`src/design/sird_pkg.sv`:
```
// Purpose: Shared constants for the serial interrupt deserializer
// Assumes: One core clock; all pins except the async reset synchronous to it
// Notes:   Frame slots are indexed in the order they arrive
package sird_pkg;
  // Serial packet framing, in core clocks except the frame count
  localparam logic [4:0] START_CLKS   = 5'h08;
  localparam logic [4:0] FRAME_COUNT  = 5'h15;
  localparam logic [4:0] FRAME_PHASES = 5'h03;
  localparam logic [4:0] STOP_QUIET   = 5'h02;
  localparam logic [4:0] STOP_CONT    = 5'h03;
  localparam logic [4:0] GAP_CONT     = 5'h11;
  localparam logic [4:0] BUSY_RISE    = 5'h02;
  // Frame slot positions
  localparam int SLOT_SYS_MGMT = 2;
  localparam int SLOT_IO_CHECK = 16;
  localparam int SLOT_INTA     = 17;
  localparam int SLOT_INTD     = 20;
  // Register port map (word addresses)
  localparam logic [1:0] ADDR_CTRL   = 2'h0;
  localparam logic [1:0] ADDR_FRAMES = 2'h1;
  localparam logic [1:0] ADDR_STATUS = 2'h2;
  localparam int CTRL_HOLD_BIT  = 0;
  localparam logic [31:0] CTRL_RESET = 32'h0000_0000;
  // Sequencer states
  typedef enum logic [2:0] {
    ST_IDLE  = 3'b000,
    ST_START = 3'b001,
    ST_FRAME = 3'b010,
    ST_STOP  = 3'b011,
    ST_GAP   = 3'b100
  } sird_state_type;
endpackage : sird_pkg

```
`src/design/sird_top.sv`:
```
// Purpose: Serial interrupt line to parallel open-drain interrupt converter
// Assumes: All inputs except RST synchronous to CORE_CLK; pins resolved outside
// Notes:   Open-drain outputs are enables only; the pin pulls low when set
`timescale 1ns/1ps
module sird_top
  import sird_pkg::*;
(
  input  wire logic        CORE_CLK,        // Core clock, 50 MHz
  input  wire logic        RST,             // Async reset, active high
  input  wire logic        DEVICE_RESET_N,  // Device reset, active low
  input  wire logic        SHUTDOWN_N,      // Shutdown, active low
  input  wire logic        POLL_SELECT,     // High continuous, low quiet
  input  wire logic        RECOVERY_DRIVE_SELECT, // Drive high in recovery
  input  wire logic        CYCLE_HOLD_N,    // Low holds off next start
  input  wire logic        SIO_IN,          // Serial line level
  output logic             SIO_OUT,         // Serial line drive value
  output logic             SIO_OE,          // Serial line drive enable
  output logic [20:0]      INT_OE,          // Per-slot pull-low enable
  output logic             BUSY,            // Low while a cycle runs
  output logic             BUSY_OE,         // Busy pin drive enable
  input  wire logic [1:0]  REG_ADDR,        // Register word address
  input  wire logic [31:0] REG_WDATA,       // Register write data
  input  wire logic        REG_WR,          // Write strobe
  input  wire logic        REG_RD,          // Read strobe
  output logic [31:0]      REG_RDATA        // Read data, one cycle later
);

  sird_state_type state_reg, state_next;
  logic [4:0]  cnt_reg, cnt_next;
  logic [4:0]  frame_reg, frame_next;
  logic        mode_reg, mode_next;
  logic        hold_reg, hold_next;
  logic [20:0] slot_reg, slot_next;
  logic [20:0] int_oe_next;
  logic        sio_out_next, sio_oe_next;
  logic        busy_next, busy_oe_next;
  logic        low_seen;
  logic        run;
  logic [31:0] ctrl_reg, ctrl_next;
  logic [31:0] rdata_next;
  logic        sw_hold;

  assign run     = DEVICE_RESET_N && SHUTDOWN_N;
  assign sw_hold = ctrl_reg[CTRL_HOLD_BIT];
  assign low_seen = (state_reg == ST_FRAME) && (cnt_reg == 5'h00) && !SIO_IN;

  // Per-slot capture; slot index equals arrival order
  genvar gi;
  generate
    for (gi = 0; gi < 21; gi++)
    begin : g_slot
      always_comb
      begin
        slot_next[gi] = slot_reg[gi];
        if (!DEVICE_RESET_N)
          slot_next[gi] = 1'b0;
        else if (low_seen && SHUTDOWN_N && (frame_reg == 5'(gi)))
          slot_next[gi] = 1'b1;
        else if (!SIO_IN == 1'b0 && SHUTDOWN_N && state_reg == ST_FRAME
                 && cnt_reg == 5'h00 && frame_reg == 5'(gi))
          slot_next[gi] = 1'b0;
        int_oe_next[gi] = run && slot_next[gi];
      end
    end
  endgenerate

  // Sequencer next state
  always_comb
  begin
    state_next = state_reg;
    cnt_next   = cnt_reg;
    frame_next = frame_reg;
    mode_next  = mode_reg;
    hold_next  = hold_reg;
    busy_next  = BUSY;
    if (!DEVICE_RESET_N)
    begin
      state_next = ST_IDLE;
      cnt_next   = 5'h00;
      frame_next = 5'h00;
      mode_next  = 1'b1;
      hold_next  = 1'b0;
      busy_next  = 1'b1;
    end
    else if (SHUTDOWN_N)
    begin
      // Frozen otherwise: shutdown stands in for a stopped clock
      if (state_reg != ST_IDLE && !CYCLE_HOLD_N)
        hold_next = 1'b1;
      case (state_reg)
        ST_IDLE:
        begin
          busy_next = 1'b1;
          if (POLL_SELECT)
          begin
            state_next = ST_START;
            cnt_next   = 5'h00;
            busy_next  = 1'b0;
          end
          else if (!SIO_IN)
          begin
            // Far end opened the start; we keep it low for the rest
            state_next = ST_START;
            cnt_next   = 5'h01;
            busy_next  = 1'b0;
          end
        end
        ST_START:
        begin
          busy_next = 1'b0;
          cnt_next  = cnt_reg + 5'h01;
          if (cnt_reg == START_CLKS - 5'h01)
          begin
            mode_next  = POLL_SELECT;
            state_next = ST_FRAME;
            cnt_next   = 5'h00;
            frame_next = 5'h00;
          end
        end
        ST_FRAME:
        begin
          cnt_next = cnt_reg + 5'h01;
          if (cnt_reg == FRAME_PHASES - 5'h01)
          begin
            cnt_next   = 5'h00;
            frame_next = frame_reg + 5'h01;
            if (frame_reg == FRAME_COUNT - 5'h01)
            begin
              state_next = ST_STOP;
              frame_next = 5'h00;
            end
          end
        end
        ST_STOP:
        begin
          cnt_next = cnt_reg + 5'h01;
          if (cnt_reg == (mode_reg ? STOP_CONT : STOP_QUIET) - 5'h01)
          begin
            state_next = ST_GAP;
            cnt_next   = 5'h00;
          end
        end
        ST_GAP:
        begin
          // Gap length tolerated by the far end in any count
          if (cnt_reg != 5'h1F)
            cnt_next = cnt_reg + 5'h01;
          if (!mode_reg)
          begin
            if (cnt_reg == BUSY_RISE - 5'h01)
            begin
              busy_next  = 1'b1;
              state_next = ST_IDLE;
              hold_next  = 1'b0;
            end
          end
          else
          begin
            busy_next = 1'b1;
            if (cnt_reg >= GAP_CONT - 5'h01)
            begin
              if (!POLL_SELECT)
              begin
                state_next = ST_IDLE;
                hold_next  = 1'b0;
              end
              else if (!hold_reg && CYCLE_HOLD_N && !sw_hold)
              begin
                state_next = ST_START;
                cnt_next   = 5'h00;
                busy_next  = 1'b0;
                hold_next  = 1'b0;
              end
              else if (hold_reg && CYCLE_HOLD_N)
                hold_next = 1'b0;
            end
          end
        end
        default:
          state_next = ST_IDLE;
      endcase
    end
  end

  // Line drive follows the next state so pins line up with it
  always_comb
  begin
    sio_oe_next  = 1'b0;
    sio_out_next = 1'b1;
    busy_oe_next = run;
    if (run && (state_next == ST_START || state_next == ST_STOP))
    begin
      sio_oe_next  = 1'b1;
      sio_out_next = 1'b0;
    end
    else if (run && low_seen)
    begin
      sio_oe_next  = RECOVERY_DRIVE_SELECT;
      sio_out_next = 1'b1;
    end
  end

  // Register port: control write, frame and status reads
  always_comb
  begin
    ctrl_next  = ctrl_reg;
    rdata_next = 32'h0000_0000;
    if (REG_WR && REG_ADDR == ADDR_CTRL)
      ctrl_next = {31'h0000_0000, REG_WDATA[CTRL_HOLD_BIT]};
    if (REG_RD)
    begin
      case (REG_ADDR)
        ADDR_CTRL:   rdata_next = ctrl_reg;
        ADDR_FRAMES: rdata_next = {11'h000, slot_reg};
        ADDR_STATUS: rdata_next = {25'h0000000, hold_reg, mode_reg, BUSY, state_reg, 1'b0};
        default:     rdata_next = 32'h0000_0000;
      endcase
    end
  end

  // State registers
  always_ff @(posedge CORE_CLK or posedge RST)
  begin
    if (RST)
    begin
      state_reg <= ST_IDLE;   // Idle first, so the start gets all eight driven clocks
      cnt_reg   <= 5'h00;
      frame_reg <= 5'h00;
      mode_reg  <= 1'b1;
      hold_reg  <= 1'b0;
      slot_reg  <= 21'h000000;
      INT_OE    <= 21'h000000;
      SIO_OUT   <= 1'b1;
      SIO_OE    <= 1'b0;
      BUSY      <= 1'b1;
      BUSY_OE   <= 1'b0;
      ctrl_reg  <= CTRL_RESET;
      REG_RDATA <= 32'h0000_0000;
    end
    else
    begin
      state_reg <= state_next;
      cnt_reg   <= cnt_next;
      frame_reg <= frame_next;
      mode_reg  <= mode_next;
      hold_reg  <= hold_next;
      slot_reg  <= slot_next;
      INT_OE    <= int_oe_next;
      SIO_OUT   <= sio_out_next;
      SIO_OE    <= sio_oe_next;
      BUSY      <= busy_next;
      BUSY_OE   <= busy_oe_next;
      ctrl_reg  <= ctrl_next;
      REG_RDATA <= rdata_next;
    end
  end
endmodule : sird_top

```
`config.mk`:
```
export PLATFORM = sky130hd
export DESIGN_NAME = sird_top
export DESIGN_NICKNAME = d
export VERILOG_FILES = /design/src/design/sird_pkg.sv /design/src/design/sird_top.sv
export SDC_FILE = /design/constraint.sdc
export NUM_CORES = 1
export LEC_CHECK = 0
export ABC_AREA = 1
export BUFFER_PORTS_ARGS = -buffer_cell sky130_fd_sc_hd__buf_2
export CAP_MARGIN = 20
export CELL_PAD_IN_SITES_DETAIL_PLACEMENT = 0
export CELL_PAD_IN_SITES_GLOBAL_PLACEMENT = 1
export CORE_MARGIN = 5
export CORE_UTILIZATION = 35
export DETAILED_ROUTE_END_ITERATION = 8
export PLACE_DENSITY = 0.72
export SYNTH_ARGS = -nofsm -noshare
export SYNTH_HDL_FRONTEND = slang
export SYNTH_SLANG_ARGS = --single-unit
export TNS_END_PERCENT = 1
```
`constraint.sdc`:
```
create_clock -name CORE_CLK -period 3.9 [get_ports CORE_CLK]
set_input_delay 1.17 -clock CORE_CLK [delete_from_list [all_inputs] [get_ports CORE_CLK]]
set_output_delay 1.17 -clock CORE_CLK [all_outputs]
set_load 0.1 [all_outputs]
```
==> results.ini <==
[setup_path]
worstReg2RegEnd = INT_OE[4]
cp-startpoint = BUSY
cp-end-kind = primary output
critical_path_required_ns = 2.73
reg2reg_depth = 8
reg2reg_from = cnt_reg[0]
crit_cells = 1
slowest_stage = dfstp_2
critPathTopFamily = flip-flops
cp-endpoint = BUSY
crit_fanout = 2
crit_type = reg2out
cpPeakStageDelay_ns = 0.52
r2r_setup_slack_ns = 1.56
startpoint_type = flip-flop
crit_arrival_ns = 1.29
path_cells = buf_2
crit_buf_inv = 1

[detailed_routing]
drcViolationCount = 0
avgViaCountPerCell = 4.815
drtIter0Drc = 288
wl_mm = 10.33
ant_nets = 0
wire_per_inst_um = 14.47
drt_pass1_iterations = 4
dr_total_vias = 3438

[power_and_ir_drop]
pwr-share-seq_pct = 45.0
clkPwrFrac_pct = 44.9
switchingPower_mw = 0.5214
p_comb_share_pct = 10.1
ir_drop_uv = 260.3
leakagePower_nw = 2.342
p_per_area_mw_per_mm2 = 408.1
p_sw_share_pct = 26.67
p_total_mw = 1.955
p_int_mw = 1.433

[clock_network]
clk_latency_ns = 0.35
htreeDepth = 3
holdBufCountCts = 0
cts_setup_buffers = 0
cts_tree = yes
ctsRootBufferMaster = clkbuf_16
clock_path_buffers = 2
cts_buffers = 9
clock_sinks = 83
path_clk_slew_ns = 0.06
cts_resized = 0

[placement]
placed_area_mm2 = 0.004483
gp_congestion = 0.8496
place_hpwl_mm = 7.444
portBuffers = 58

[floorplan]
initial_utilization_pct = 35.72
core_mm2 = 0.01147
die_w_um = 118.2
rows = 39
die-area_mm2 = 0.01397
die_h_um = 118.2
ios = 101

[final_layout]
fillerInstances = 1166
diodes = 0
drive_gt1_share_pct = 16.46
area_growth_pct = 16.92
final_area_mm2 = 0.004790
final_nets = 621

[synthesis]
synth_area_mm2 = 0.004096
netlist_instances = 507
async_reset_ff_share_pct = 100.0
yosysMostFrequentCell = nand2_1
yosys_warnings = 0
synth-main-ff-cell = dfrtp_1
synth_top_cell_by_area = dfrtp_1
yosysSeqAreaShare_pct = 50.79
syn_avg_cell_area_um2 = 8.080
netlist_top_cells_count = 122 x nand2_1, 80 x dfrtp_1, 61 x nor2_1, 55 x nand3_1, 51 x inv_1
synth_edf_count = 0
synthDominantCellAreaShare_pct = 48.87
ys_types = 34
synth_seq_cells = 83
synth_area_leaders = dfrtp_1 49%, nand2_1 11%, nand3_1 6.7%

[grt]
first_global_vias = 3394
grt_max_degree = 50
grt_overflow = 0
grt_pass1_wl_mm = 17.31
track_usage_pct = 15.34
grt_antenna_before_repair = 0

[sta]
fin_crit_sh_pct = 62.97
relSlewSlack_pct = 41.48
rsz0062_at_grt = no
tightest_slew_ns = 0.8769
period_needed_ns = 2.456
finalSetupTns_ns = 0
hold_viol_final = 0
fin_skew_ns = 0.004954
slew_viol_final = 0
fmax_ghz = 0.4072
setup-violations-final = 0

[status]
status = complete, no violations

[job]
maxCapViolCount = 0

[min_path]
whs_path_depth = 2
hold_class = reg2reg

[logic make-up (layout without fill, tap and decap cells)]
group | count (synthesis) | in the layout | share of synthesized area (%)
flip-flops | 83 | 83 | 50.79
XOR/XNOR | 3 | 3 | 0.6415
buffers and inverters | 78 | 132 | 8.735
AO/OA/AOI/OAI | 72 | 72 | 9.102
AND/OR/NAND/NOR | 259 | 259 | 27.28
other | 1 | 11 | 0.09154
adder cells (fa/ha/maj) | 11 | 11 | 3.360
[per-layer routing]
metal  track usage (%)  routed length (µm)  vias up  share of wire (%)
li1                  -                   -     1725                  -
met1             20.86                4808     1637                 47
met2             23.73                4866       63                 47
met3             3.009                 481       13                4.7
met4             6.953                 176        0                1.7
met5                 0                   0        -                  0
[how the worst min path moves through the flow]
stage,startpoint,endpoint,slack (ns)
CTS,slot_reg[10],REG_RDATA[10],0.50
finish,slot_reg[19],REG_RDATA[19],0.49
global placement,slot_reg[11],REG_RDATA[11],0.49
global route,slot_reg[12],REG_RDATA[12],0.52
floorplan,slot_reg[0],REG_RDATA[0],0.47
detailed placement,slot_reg[10],REG_RDATA[10],0.49
[power by group through the flow]
stage	Clock, mW	Combinational (mW)	Sequential, mW
6_report	0.878	0.197	0.880
5_1_grt	0.933	0.215	0.881
4_1_cts	0.894	0.198	0.880
3_5_place_dp	0	0.198	0.896
3_3_place_gp	0	0.197	0.896
2_1_floorplan	0	0.128	0.931
[through the flow]
step / hold WS [ns] / util [%] / worst slack (ns) / cells
floorplan: 0.4717 / - / 0.5982 / 517
global placement: 0.4862 / 39.09 / 1.243 / 698
detailed placement: 0.4856 / 39.09 / 1.195 / 698
CTS: 0.4970 / 41.77 / 1.435 / 714
global route: 0.5231 / 41.77 / 1.278 / 714
finish: 0.4939 / 41.77 / 1.444 / 714
[layout by cell type, fill, tap and decap left out, types with 2 or more instances in the layout]
cell type / n
xnor2_1: 2
buf_4: 5
inv_2: 2
dfrtp_1: 80
conb_1: 11
inv_1: 50
nor3_1: 2
a21oi_1: 48
ha_1: 11
o21ai_0: 19
clkbuf_8: 2
nor2_2: 3
nand2_1: 122
nor2_1: 61
nand3_1: 55
dfstp_2: 3
buf_2: 58
clkbuf_16: 9
nand2_2: 2
clkbuf_1: 2
nand4_1: 6
[cell type report]
class	instances	area (µm²)	area share, %
clock inverter	3	46.29	0.9666
tap	143	178.9	3.736
multi-input combinational	356	1695	35.40
timing repair buffer	63	327.8	6.844
sequential	83	2081	43.44
clock buffer	13	260.3	5.434
inverter	53	200.2	4.180
No activity file was read; power rests on OpenSTA's default activity.
